--- config.mk ---
export PLATFORM = sky130hd
export DESIGN_NAME = snpe_engine
export DESIGN_NICKNAME = d
export VERILOG_FILES = /design/src/pkg/snpe_pkg.sv /design/src/snpe_engine.sv
export SDC_FILE = /design/constraint.sdc
export NUM_CORES = 1
export LEC_CHECK = 0
export ABC_AREA = 1
export BUFFER_PORTS_ARGS = -buffer_cell sky130_fd_sc_hd__buf_4
export CAP_MARGIN = 20
export CORE_AREA = 8 8 401 403
export DETAILED_ROUTE_END_ITERATION = 12
export DIE_AREA = 0 0 409 411
export MAX_ROUTING_LAYER = met4
export PLACE_DENSITY = 0.45
export SLEW_MARGIN = 5
export SYNTH_ARGS = -nofsm -noshare
export SYNTH_HDL_FRONTEND = slang
export SYNTH_SLANG_ARGS = --single-unit
--- constraint.sdc ---
create_clock -name clk_i -period 3.04 [get_ports clk_i]
set_input_delay 0.608 -clock clk_i [delete_from_list [all_inputs] [get_ports clk_i]]
set_output_delay 0.608 -clock clk_i [all_outputs]
set_load 0.01 [all_outputs]
--- src/pkg/snpe_pkg.sv ---
package snpe_pkg;
  localparam int unsigned CLK_MHZ      = 125;
  localparam int unsigned CMD_BITS     = 8;
  localparam int unsigned PAYLOAD_BITS = 24;
  localparam int unsigned DATA_W       = 14;
  localparam int unsigned BYTE_W       = 8;
  localparam int unsigned PC_W         = 16;
  localparam int unsigned LATCH_COUNT  = 64;
  localparam int unsigned ROW_SEL_W    = 6;
  localparam int unsigned LATCH_SEL_W  = 5;
  localparam int unsigned TIMER_W      = 21;
  localparam int unsigned PAD_BITS     = PAYLOAD_BITS - DATA_W - 2;

  localparam logic [7:0] CMD_LOAD_ADDR = 8'h80;
  localparam logic [7:0] CMD_BULK      = 8'h18;
  localparam logic [7:0] CMD_ROW_ERASE = 8'hF0;
  localparam logic [7:0] CMD_LOAD      = 8'h00;
  localparam logic [7:0] CMD_LOAD_INC  = 8'h02;
  localparam logic [7:0] CMD_READ_INC  = 8'hFE;
  localparam logic [7:0] CMD_READ      = 8'hFC;
  localparam logic [7:0] CMD_INC       = 8'hF8;
  localparam logic [7:0] CMD_INT_WRITE = 8'hE0;
  localparam logic [7:0] CMD_EXT_WRITE = 8'hC0;
  localparam logic [7:0] CMD_END_WRITE = 8'h82;
  localparam int unsigned INC_BIT      = 1;

  localparam logic [15:0] PROG_LAST    = 16'h7FFF;
  localparam logic [15:0] CFGSP_FIRST  = 16'h8000;
  localparam logic [15:0] UID_LAST     = 16'h8004;
  localparam logic [15:0] CFG_FIRST    = 16'h8007;
  localparam logic [15:0] CFG_LAST     = 16'h800B;
  localparam logic [15:0] BULK_ALL_END = 16'h80FD;
  localparam logic [15:0] CFGSP_LAST   = 16'h80FF;
  localparam logic [15:0] BULK_HI_ALL  = 16'hE800;
  localparam logic [15:0] EE_FIRST     = 16'hF000;
  localparam logic [15:0] EE_LAST      = 16'hF0FF;

  localparam int unsigned INT_WRITE_US     = 2800;
  localparam int unsigned INT_WRITE_CFG_US = 5600;
  localparam int unsigned BULK_ERASE_US    = 8400;
  localparam int unsigned ROW_ERASE_US     = 2800;
  localparam int unsigned INT_WRITE_CYC     = INT_WRITE_US * CLK_MHZ;
  localparam int unsigned INT_WRITE_CFG_CYC = INT_WRITE_CFG_US * CLK_MHZ;
  localparam int unsigned BULK_ERASE_CYC    = BULK_ERASE_US * CLK_MHZ;
  localparam int unsigned ROW_ERASE_CYC     = ROW_ERASE_US * CLK_MHZ;

  localparam int unsigned APB_AW     = 8;
  localparam logic [7:0] OFS_CTRL    = 8'h00;
  localparam logic [7:0] OFS_STATUS  = 8'h04;
  localparam logic [7:0] OFS_PC      = 8'h08;
  localparam int unsigned CTRL_MODE  = 0;
  localparam int unsigned CTRL_CPB   = 1;
  localparam logic [1:0] CTRL_RESET  = 2'h2;

  typedef enum logic [2:0] {
    SNPE_OP_NONE = 3'h0, SNPE_OP_WRITE = 3'h1, SNPE_OP_EXT_START = 3'h2,
    SNPE_OP_EXT_END = 3'h3, SNPE_OP_ROW_ERASE = 3'h4, SNPE_OP_BULK_ERASE = 3'h5
  } snpe_op_t;

  typedef enum logic [1:0] {
    SNPE_UNIT_ROW = 2'h0, SNPE_UNIT_WORD = 2'h1, SNPE_UNIT_BYTE = 2'h2
  } snpe_unit_t;

  typedef struct packed {
    logic           valid;
    snpe_op_t       op;
    snpe_unit_t     unit;
    logic [2:0]     regions;   // {user ids, config words, user flash}
    logic [15:0]    addr;
  } snpe_nvm_req_t;

  typedef enum logic {SNPE_LK_CMD = 1'b0, SNPE_LK_PAYLOAD = 1'b1} snpe_link_t;
  typedef enum logic [1:0] {
    SNPE_ST_IDLE = 2'b00, SNPE_ST_INT = 2'b01, SNPE_ST_ERASE = 2'b11, SNPE_ST_EXT = 2'b10
  } snpe_state_t;
endpackage

--- src/snpe_engine.sv ---
// Chosen here: the register offsets and the APB interface to the registers.
module snpe_engine #(
  parameter int unsigned INT_WRITE_CYCLES     = snpe_pkg::INT_WRITE_CYC,
  parameter int unsigned INT_WRITE_CFG_CYCLES = snpe_pkg::INT_WRITE_CFG_CYC,
  parameter int unsigned BULK_ERASE_CYCLES    = snpe_pkg::BULK_ERASE_CYC,
  parameter int unsigned ROW_ERASE_CYCLES     = snpe_pkg::ROW_ERASE_CYC
) (
  input  wire logic                       clk_i,
  input  wire logic                       rst_b_i,
  input  wire logic                       psel_i,
  input  wire logic                       penable_i,
  input  wire logic                       pwrite_i,
  input  wire logic [snpe_pkg::APB_AW-1:0] paddr_i,
  input  wire logic [31:0]                pwdata_i,
  output logic                            pready_o,
  output logic [31:0]                     prdata_o,
  output logic                            pslverr_o,
  input  wire logic                       serial_clock_pin_i,
  input  wire logic                       serial_data_pin_i,
  output logic                            serial_data_pin_o,
  output logic                            serial_data_pin_oe_o,
  input  wire logic [snpe_pkg::DATA_W-1:0] nvm_rdata_i,
  output logic [snpe_pkg::PC_W-1:0]       nvm_raddr_o,
  output snpe_pkg::snpe_nvm_req_t         nvm_req_o,
  output logic [snpe_pkg::LATCH_COUNT*snpe_pkg::DATA_W-1:0] nvm_row_o
);
  localparam int unsigned DW = snpe_pkg::DATA_W;
  localparam int unsigned TW = snpe_pkg::TIMER_W;
  localparam int unsigned PB = snpe_pkg::PAYLOAD_BITS;

  logic                  sclk_meta_reg;
  logic                  sclk_sync_reg;
  logic                  sclk_prev_reg;
  logic                  sdat_meta_reg;
  logic                  sdat_sync_reg;
  logic                  clk_fall;
  logic                  clk_rise;
  logic [1:0]            ctrl_reg;
  logic                  mode_prev_reg;
  logic                  mode_en;
  logic                  mode_rise;
  logic                  unprot;
  snpe_pkg::snpe_link_t  link_reg;
  logic [4:0]            bit_cnt_reg;
  logic [7:0]            cmd_shift_reg;
  logic [7:0]            cmd_reg;
  logic [PB-1:0]         pay_shift_reg;
  logic [PB-1:0]         out_shift_reg;
  logic                  cmd_end_reg;
  logic                  pay_end_reg;
  logic [7:0]            cmd_full;
  logic                  last_bit;
  logic                  is_read;
  logic [snpe_pkg::PC_W-1:0] pc_reg;
  logic [DW-1:0]         latch_mem [snpe_pkg::LATCH_COUNT];
  logic                  latch_clr;
  logic                  unprot_set;
  snpe_pkg::snpe_state_t state_reg;
  logic [TW-1:0]         timer_reg;
  logic                  bulk_flash_reg;
  logic                  in_prog;
  logic                  in_uid;
  logic                  in_cfg;
  logic                  in_ee;
  logic                  wr_blocked;
  logic [2:0]            bulk_regions;
  snpe_pkg::snpe_unit_t  unit;
  logic [DW-1:0]         rd_word;
  logic                  apb_setup;

  function automatic logic has_payload(input logic [7:0] c);
    has_payload = (c == snpe_pkg::CMD_LOAD_ADDR) || (c == snpe_pkg::CMD_LOAD) ||
                  (c == snpe_pkg::CMD_LOAD_INC) || (c == snpe_pkg::CMD_READ) ||
                  (c == snpe_pkg::CMD_READ_INC);
  endfunction

  // Two-stage synchronisers; edges are found only after the second stage
  always_ff @(posedge clk_i)
  begin
    if (!rst_b_i)
    begin
      sclk_meta_reg <= 1'b0;
      sclk_sync_reg <= 1'b0;
      sclk_prev_reg <= 1'b0;
      sdat_meta_reg <= 1'b0;
      sdat_sync_reg <= 1'b0;
    end
    else
    begin
      sclk_meta_reg <= serial_clock_pin_i;
      sclk_sync_reg <= sclk_meta_reg;
      sclk_prev_reg <= sclk_sync_reg;
      sdat_meta_reg <= serial_data_pin_i;
      sdat_sync_reg <= sdat_meta_reg;
    end
  end

  assign clk_fall  = sclk_prev_reg & ~sclk_sync_reg;
  assign clk_rise  = ~sclk_prev_reg & sclk_sync_reg;
  assign mode_en   = ctrl_reg[snpe_pkg::CTRL_MODE];
  assign unprot    = ctrl_reg[snpe_pkg::CTRL_CPB];
  assign mode_rise = mode_en & ~mode_prev_reg;
  assign cmd_full  = {cmd_shift_reg[6:0], sdat_sync_reg};
  assign last_bit  = (link_reg == snpe_pkg::SNPE_LK_CMD) ? (bit_cnt_reg == 5'(snpe_pkg::CMD_BITS - 1))
                                                        : (bit_cnt_reg == 5'(PB - 1));
  assign is_read   = (cmd_reg == snpe_pkg::CMD_READ) || (cmd_reg == snpe_pkg::CMD_READ_INC);

  // Address class decode
  assign in_prog = (pc_reg <= snpe_pkg::PROG_LAST);
  assign in_uid  = (pc_reg >= snpe_pkg::CFGSP_FIRST) && (pc_reg <= snpe_pkg::UID_LAST);
  assign in_cfg  = (pc_reg >= snpe_pkg::CFG_FIRST) && (pc_reg <= snpe_pkg::CFG_LAST);
  assign in_ee   = (pc_reg >= snpe_pkg::EE_FIRST) && (pc_reg <= snpe_pkg::EE_LAST);
  assign wr_blocked = ~unprot & in_prog;

  always_comb
  begin
    if (in_ee)
      unit = snpe_pkg::SNPE_UNIT_BYTE;
    else if ((pc_reg >= snpe_pkg::CFGSP_FIRST) && (pc_reg <= snpe_pkg::CFGSP_LAST))
      unit = snpe_pkg::SNPE_UNIT_WORD;
    else
      unit = snpe_pkg::SNPE_UNIT_ROW;
  end

  // Region mask {user ids, config, user flash}
  always_comb
  begin
    if (in_prog)
      bulk_regions = 3'h1;
    else if (pc_reg <= snpe_pkg::BULK_ALL_END)
      bulk_regions = 3'h7;
    else if (pc_reg <= snpe_pkg::CFGSP_LAST)
      bulk_regions = 3'h1;
    else if (pc_reg < snpe_pkg::BULK_HI_ALL)
      bulk_regions = 3'h0;
    else
      bulk_regions = 3'h7;
  end

  // Only program memory is hidden; IDs, info areas and config stay visible
  always_comb
  begin
    if (~unprot && in_prog)
      rd_word = '0;
    else if (in_ee)
      rd_word = {{(DW - snpe_pkg::BYTE_W){1'b0}}, nvm_rdata_i[snpe_pkg::BYTE_W-1:0]};
    else
      rd_word = nvm_rdata_i;
  end

  assign nvm_raddr_o = pc_reg;

  // Link framing: 8 command bits, then 24 payload bits when the command has data
  always_ff @(posedge clk_i)
  begin
    if (!rst_b_i || !mode_en)
    begin
      link_reg      <= snpe_pkg::SNPE_LK_CMD;
      bit_cnt_reg   <= '0;
      cmd_shift_reg <= '0;
      cmd_reg       <= '0;
      pay_shift_reg <= '0;
      cmd_end_reg   <= 1'b0;
      pay_end_reg   <= 1'b0;
    end
    else
    begin
      cmd_end_reg <= 1'b0;
      pay_end_reg <= 1'b0;
      if (clk_fall)
      begin
        bit_cnt_reg <= last_bit ? 5'h00 : bit_cnt_reg + 5'h01;
        unique case (link_reg)
          snpe_pkg::SNPE_LK_CMD:
          begin
            cmd_shift_reg <= cmd_full;
            if (last_bit)
            begin
              cmd_reg <= cmd_full;
              if (has_payload(cmd_full))
                link_reg <= snpe_pkg::SNPE_LK_PAYLOAD;
              else
                cmd_end_reg <= 1'b1;
            end
          end
          snpe_pkg::SNPE_LK_PAYLOAD:
          begin
            pay_shift_reg <= {pay_shift_reg[PB-2:0], sdat_sync_reg};
            if (last_bit)
            begin
              link_reg    <= snpe_pkg::SNPE_LK_CMD;
              pay_end_reg <= 1'b1;
            end
          end
        endcase
      end
    end
  end

  // Read payload: load at command end, drive from first payload fall to 24th fall
  always_ff @(posedge clk_i)
  begin
    if (!rst_b_i || !mode_en)
    begin
      out_shift_reg        <= '0;
      serial_data_pin_o    <= 1'b0;
      serial_data_pin_oe_o <= 1'b0;
    end
    else if (link_reg == snpe_pkg::SNPE_LK_PAYLOAD && is_read)
    begin
      if (clk_fall && bit_cnt_reg == 5'h00)
      begin
        serial_data_pin_oe_o <= 1'b1;
        serial_data_pin_o    <= out_shift_reg[PB-1];
      end
      else if (clk_fall && last_bit)
        serial_data_pin_oe_o <= 1'b0;
      else if (clk_rise && serial_data_pin_oe_o)
      begin
        out_shift_reg     <= {out_shift_reg[PB-2:0], 1'b0};
        serial_data_pin_o <= out_shift_reg[PB-2];
      end
    end
    else if (clk_fall && link_reg == snpe_pkg::SNPE_LK_CMD && last_bit)
      out_shift_reg <= {1'b0, {snpe_pkg::PAD_BITS{1'b0}}, rd_word, 1'b0};
  end

  // Address counter
  always_ff @(posedge clk_i)
  begin
    if (!rst_b_i || mode_rise)
      pc_reg <= '0;
    else if (pay_end_reg)
    begin
      if (cmd_reg == snpe_pkg::CMD_LOAD_ADDR)
        pc_reg <= pay_shift_reg[snpe_pkg::PC_W:1];
      else if (cmd_reg[snpe_pkg::INC_BIT])
        pc_reg <= pc_reg + 16'h0001;
    end
    else if (cmd_end_reg && cmd_reg == snpe_pkg::CMD_INC)
      pc_reg <= pc_reg + 16'h0001;
  end

  // Write latches; only the low five address bits pick the latch
  always_ff @(posedge clk_i)
  begin
    if (!rst_b_i || latch_clr)
    begin
      for (int i = 0; i < int'(snpe_pkg::LATCH_COUNT); i++)
        latch_mem[i] <= '1;
    end
    else if (pay_end_reg && (cmd_reg == snpe_pkg::CMD_LOAD || cmd_reg == snpe_pkg::CMD_LOAD_INC))
    begin
      // Later loads to the same index simply replace earlier data
      if (in_ee)
        latch_mem[snpe_pkg::ROW_SEL_W'(pc_reg[snpe_pkg::LATCH_SEL_W-1:0])] <=
          {{(DW - snpe_pkg::BYTE_W){1'b0}}, pay_shift_reg[snpe_pkg::BYTE_W:1]};
      else
        latch_mem[snpe_pkg::ROW_SEL_W'(pc_reg[snpe_pkg::LATCH_SEL_W-1:0])] <=
          pay_shift_reg[DW:1];
    end
  end

  always_comb
  begin
    for (int i = 0; i < int'(snpe_pkg::LATCH_COUNT); i++)
      nvm_row_o[i*DW +: DW] = latch_mem[i];
  end

  // Operation sequencer; row address is the counter with its low bits masked
  always_ff @(posedge clk_i)
  begin
    if (!rst_b_i || !mode_en)
    begin
      state_reg      <= snpe_pkg::SNPE_ST_IDLE;
      timer_reg      <= '0;
      bulk_flash_reg <= 1'b0;
      latch_clr      <= 1'b0;
      unprot_set     <= 1'b0;
      nvm_req_o      <= '0;
    end
    else
    begin
      latch_clr       <= 1'b0;
      unprot_set      <= 1'b0;
      nvm_req_o.valid <= 1'b0;
      nvm_req_o.unit  <= unit;
      if (unit == snpe_pkg::SNPE_UNIT_ROW)
        nvm_req_o.addr <= {pc_reg[snpe_pkg::PC_W-1:snpe_pkg::ROW_SEL_W],
                           {snpe_pkg::ROW_SEL_W{1'b0}}};
      else
        nvm_req_o.addr <= pc_reg;
      unique case (state_reg)
        snpe_pkg::SNPE_ST_IDLE:
        begin
          if (cmd_end_reg)
          begin
            if (cmd_reg == snpe_pkg::CMD_INT_WRITE && !wr_blocked)
            begin
              nvm_req_o.valid   <= 1'b1;
              nvm_req_o.op      <= snpe_pkg::SNPE_OP_WRITE;
              nvm_req_o.regions <= 3'h0;
              timer_reg <= in_cfg ? TW'(INT_WRITE_CFG_CYCLES) : TW'(INT_WRITE_CYCLES);
              state_reg <= snpe_pkg::SNPE_ST_INT;
            end
            else if (cmd_reg == snpe_pkg::CMD_EXT_WRITE && !wr_blocked && !in_cfg)
            begin
              nvm_req_o.valid   <= 1'b1;
              nvm_req_o.op      <= snpe_pkg::SNPE_OP_EXT_START;
              nvm_req_o.regions <= 3'h0;
              state_reg <= snpe_pkg::SNPE_ST_EXT;
            end
            else if (cmd_reg == snpe_pkg::CMD_BULK && bulk_regions != 3'h0)
            begin
              nvm_req_o.valid   <= 1'b1;
              nvm_req_o.op      <= snpe_pkg::SNPE_OP_BULK_ERASE;
              nvm_req_o.regions <= bulk_regions;
              bulk_flash_reg    <= bulk_regions[0];
              timer_reg <= TW'(BULK_ERASE_CYCLES);
              state_reg <= snpe_pkg::SNPE_ST_ERASE;
            end
            else if (cmd_reg == snpe_pkg::CMD_ROW_ERASE && (in_uid || unprot))
            begin
              nvm_req_o.valid   <= 1'b1;
              nvm_req_o.op      <= snpe_pkg::SNPE_OP_ROW_ERASE;
              nvm_req_o.regions <= in_uid ? 3'h4 : 3'h1;
              bulk_flash_reg    <= 1'b0;
              timer_reg <= TW'(ROW_ERASE_CYCLES);
              state_reg <= snpe_pkg::SNPE_ST_ERASE;
            end
          end
        end
        snpe_pkg::SNPE_ST_EXT:
        begin
          // Bulk erase and other programming commands are dropped here
          if (cmd_end_reg && cmd_reg == snpe_pkg::CMD_END_WRITE)
          begin
            nvm_req_o.valid <= 1'b1;
            nvm_req_o.op    <= snpe_pkg::SNPE_OP_EXT_END;
            state_reg <= snpe_pkg::SNPE_ST_IDLE;
          end
        end
        snpe_pkg::SNPE_ST_INT,
        snpe_pkg::SNPE_ST_ERASE:
        begin
          // End-write and bulk erase are no-ops while self-timed work runs
          if (timer_reg <= TW'(1))
          begin
            state_reg  <= snpe_pkg::SNPE_ST_IDLE;
            latch_clr  <= (state_reg == snpe_pkg::SNPE_ST_INT);
            unprot_set <= (state_reg == snpe_pkg::SNPE_ST_ERASE) && bulk_flash_reg;
          end
          else
            timer_reg <= timer_reg - TW'(1);
        end
      endcase
    end
  end

  // APB slave, zero wait states; read data captured in the setup cycle
  assign pready_o  = 1'b1;
  assign apb_setup = psel_i & ~penable_i;

  always_ff @(posedge clk_i)
  begin
    if (!rst_b_i)
    begin
      ctrl_reg      <= snpe_pkg::CTRL_RESET;
      mode_prev_reg <= 1'b0;
    end
    else
    begin
      mode_prev_reg <= mode_en;
      if (psel_i && penable_i && pwrite_i && paddr_i == snpe_pkg::OFS_CTRL)
        ctrl_reg <= pwdata_i[1:0];
      // Unprotect by bulk erase wins over a same-cycle software write
      if (unprot_set)
        ctrl_reg[snpe_pkg::CTRL_CPB] <= 1'b1;
    end
  end

  always_ff @(posedge clk_i)
  begin
    if (!rst_b_i)
    begin
      prdata_o  <= '0;
      pslverr_o <= 1'b0;
    end
    else if (apb_setup)
    begin
      pslverr_o <= 1'b0;
      unique case (paddr_i)
        snpe_pkg::OFS_CTRL:   prdata_o <= {30'h0, ctrl_reg};
        snpe_pkg::OFS_STATUS: prdata_o <= {16'h0, cmd_reg, 5'h0,
                                           state_reg == snpe_pkg::SNPE_ST_EXT,
                                           state_reg != snpe_pkg::SNPE_ST_IDLE, mode_en};
        snpe_pkg::OFS_PC:     prdata_o <= {16'h0, pc_reg};
        default:
        begin
          prdata_o  <= '0;
          pslverr_o <= 1'b1;
        end
      endcase
    end
  end
endmodule

==> Word level (Yosys, flattened, before mapping) <==
Memory sizes are Yosys's and may differ from the RTL's.
Cells that the tools add are included.
Widths: inputs -> output; s select.
{ "classes": {"eq_ne": 33, "reduce_logical": 73, "n_mux": 76, "order_cmp": 11, "bitwise_logic": 19, "n_addsub": 3} }
{ "op_table": {"columns": ["op", "n"], "rows": [
  ["$mux 21", 6],
  ["$mux 24", 5],
  ["$eq 8x8->1 const B", 11],
  ["$le 16x16->1 const B", 5],
  ["$mux 16", 4],
  ["$mux 14", 4],
  ["$ge 16x16->1 const B", 3],
  ["$pmux 16 s3", 1],
  ["$pmux 21 s2", 1],
  ["$mux 3", 9],
  ["$mux 1", 26],
  ["$logic_not 8->1", 3],
  ["$mux 4", 6],
  ["$logic_and 1x1->1", 23],
  ["$le 21x1->1 const B", 1],
  ["$sub 21x1->21 const B", 1],
  ["$mux 20", 1],
  ["$add 16x1->16 const B", 1],
  ["$eq 8x2->1 const B", 2],
  ["$le 16x15->1 const B", 1],
  ["$lt 16x16->1 const B", 1],
  ["$mux 2", 8],
  ["$reduce_bool 2->1", 8],
  ["$ne 2x2->1 const B", 7],
  ["other kinds (35)", 77]
]} }
{ "totals": {"register_bits": 174, "word_cells": 248, "input_bits": 61, "output_inout_bits": 973, "memories": 1, "mem_bits_rw": 896} }
{ "mem_list": {"columns": ["memory", "words", "word_bits", "rd", "rd_ports_with_merged_regs", "wr", "line_no", "source"], "rows": [
  ["latch_mem", 64, 14, 64, 0, 64, "snpe_engine.sv:55", "logic [DW-1:0] latch_mem [snpe_pkg::LATCH_COUNT];"]
]} }

==> Depth between registers and ports, before layout <==
{ "depth": {"ltp_word": 12, "ltp_mapped": 14, "mapped_depth_nobuf": 12} }

==> Worst setup path before layout <==
Ideal clock, no wire load.
{ "synth_timing": {"path_type": "input port to flip-flop", "from": "input port rst_b_i", "to": "memory latch_mem[0][0] in the netlist's numbering (enable)", "n_path_buf": 1, "setup_slack_ns": 0.147, "cell_stages": 7, "t_arrival_ns": 2.488, "path_cell_list": "inv_1 -> nor2_4 -> nand4_2 -> nor3_1 -> inv_2 -> buf_2 -> o21ai_0"} }
{ "synth_rtl": {"columns": ["element", "line_no", "source"], "rows": [
  ["start: declaration", "snpe_engine.sv:9", "input wire logic rst_b_i,"],
  ["end: declaration", "snpe_engine.sv:55", null]
]} }

==> results.toml <==
[floorplanning]
row_count = 145
core_sq_mm = 0.155
die_h_um = 411
die_area_sq_mm = 0.168
start_util_pct = 17.4
die_x_um = 409
ios = 1034

[sta]
finalSetupViolations = 0
fmax_ghz = 0.368
hold_violations = 0
rsz0062_at_grt = "no"
slew_viol_final = 0
worst_pin_slew_ns = 0.977
fin_skew_ns = 0.0542
fin_tns_setup_ns = 0
min_period_ns = 2.72
finalCritPeriodShare_pct = 89.4
slew_headroom_pct = 34.6

[synth]
synth_top_family_by_area = "buffers and inverters"
synth.area.mux_share_pct = 0
syn_area_per_cell_sq_um = 10.4
syn-cell-area_sq_mm = 0.0269
synthAdderAreaFrac_pct = 0.372
ys_warn_count = 0
synth-edff-count = 448
syn_inst = 2573
synthFlopType = "edfxtp_1"
synth_xor_area_share_pct = 0.424
ys_ff_latch = 605
synthSimpleGateAreaFrac_pct = 14.8
seq_area_frac_synth_pct = 61.7
synth_compound_area_share_pct = 5.22
ys_types = 44
async_reset_ff_share_pct = 0

[cells_and_area]
final_area_sq_mm = 0.0348
nNetsFinal = 3272
final_cell_mix = "buf_4, nand2_1, conb_1, edfxtp_1, nor2_1"
multi_input_area_sq_mm = 0.00739
largest_register_ffs = 448
layout_commonest_cell = "buf_4"
layout-drive-gt1-share_pct = 25.7
final_cells = 5324
nFillCells = 16700
syn_to_final_growth_pct = 29.4
seq_area_sq_mm = 0.0166

[pwr]
p_sw_mw = 4.78
p_seq_share_pct = 47.4
power_frac_comb_pct = 6.5
power_frac_clock_pct = 46.1
p_leak_nw = 13.5
total_power_mw = 19.6
p_per_area_mw_per_mm2 = 563
p_int_mw = 14.8
peakVddDrop_v = 0.000365
power_switching_share_pct = 24.4

[job]
drv_cap = 0

[cts]
cts_max_level = 3
cts.sinks = 605
cts_tree = "built"
post_cts_resize_count = 0
cts.path.max_buffers = 3
cts-root-buf = "clkbuf_16"
path_clk_slew_ns = 0.06
ctsHoldBuffers = 0
post_cts_buffers = 0
insertion_delay_ns = 0.68
cts_buffers = 73

[worst_setup_path]
crit_arrival_ns = 3.14
cpPeakStageDelay_ns = 0.66
cp-end-kind = "flip-flop"
crit_chain = "inv_1, nand3_1, nor3_1, nor4_4, nand2_2, buf_12, nand2_1"
cp_data_required_time_ns = 3.46
path_class = "reg -> reg"
crit_path_start_kind = "flip-flop"
cpMaxStageDelayCell = "nor3_1"
crit_fanout = 15

[place]
place_area_sq_mm = 0.0323
gp_congestion = 0.820
hpwlAfterDp_um = 81000
io_buffers = 538
placed_cells = 5185

[grt]
grt_usage_pct = 12.5
grt_max_degree = 40
antenna_found_initial = 4
grt.overflow.total = 0
grt_pass1_vias = 19400
grt_pass1_wl_um = 148000

[drt]
routed_wirelength_um = 108000
wl_per_cell_um = 20.4
drt_pass1_iterations = 5
routed_via_density = 3.58
drc = 0
ant_nets = 0
drt_iter0_drc = 1149
via_count = 19100

[run_status]
status = "finished clean"

[worst_hold_path]
min_path_type = "in -> reg"
[metal layers]
layer  GRT usage, %  routed length [um]  vias to the layer above
li1               -                   -                     8870
met1           14.8               44900                     9245
met2           20.8               53000                      867
met3           3.67                8400                       94
met4           3.17                2090                        0
met5              -                   0                        -
[power groups by stage]
stage	Clock, mW	Sequential [mW]	Combinational [mW]
floorplan	0	9.60	0.813
global placement	0	9.46	1.26
CTS	9.31	9.29	1.27
global route	9.58	9.31	1.37
finish	9.02	9.28	1.27
detailed placement	0	9.46	1.27
[path summary, 6_finish.rpt]
path / end / from / slack (ns) / cells after the start
min reg2reg: sclk_sync_reg / sclk_meta_reg / 0.41 / 2
max: latch_mem[3][9] / nvm_raddr_o[8] / 0.32 / 7
max reg2reg: latch_mem[3][9] / nvm_raddr_o[8] / 0.32 / 7
min: sclk_meta_reg / serial_clock_pin_i / 0.15 / 3
[logic make-up (layout without fill, tap and decap cells)]
family	after synthesis	after routing
buf+inv	720	945
other cells	2	470
flops	605	605
compound gates	254	254
fa+ha+maj	8	8
simple gates	971	971
xor+xnor	13	13
[per-stage QoR]
step | hold slack (ns) | worst slack, ns | util [%]
6_report | 0.153 | 0.322 | 22.5
5_1_grt | 0.129 | 0.0942 | 22.5
4_1_cts | 0.0895 | 0.245 | 22.4
3_5_place_dp | 0.404 | 0.261 | 20.9
3_3_place_gp | 0.410 | 0.276 | 20.9
2_1_floorplan | 0.390 | 0.147 | -
[cells in the mapped netlist, types with 3 or more instances]
master,instances,area share [%]
nand3b_1,5,0.14
nor4_1,6,0.14
inv_2,6,0.084
a211oi_1,3,0.084
buf_4,469,13
nand2_1,653,9.1
xor2_1,11,0.36
dfxtp_1,157,12
a21oi_1,90,1.7
buf_6,20,0.84
o22ai_1,12,0.28
o221ai_1,3,0.098
a221oi_1,6,0.20
inv_1,124,1.7
o21ai_0,111,2.1
nor2_4,6,0.25
nor2_2,7,0.16
nor2_1,161,2.2
o211ai_1,6,0.17
nor3_1,30,0.56
o21ai_2,3,0.098
nand3_1,73,1.4
a311oi_1,8,0.26
clkbuf_1,53,0.74
buf_2,44,0.82
ha_1,8,0.37
a31oi_1,7,0.16
nand4_1,19,0.44
edfxtp_1,448,50
[area by class of cell]
cell class                 instances  share of cell area [%]
sequential                       605                    47.7
multi-input combinational       1711                    21.3
timing repair buffer             680                    15.1
tap                             2058                    7.40
clock buffer                      88                    5.56
clock inverter                    45                    1.54
inverter                         132                    1.42
antenna                            5                  0.0360
[critical path: cells and delay by family, from the launching register on]
family / cells / cell delay (ns)
buf+inv: 2 / 0.47
simple gates: 5 / 1.60
flops: 1 / 0.38
No activity file was read; power rests on OpenSTA's default activity.
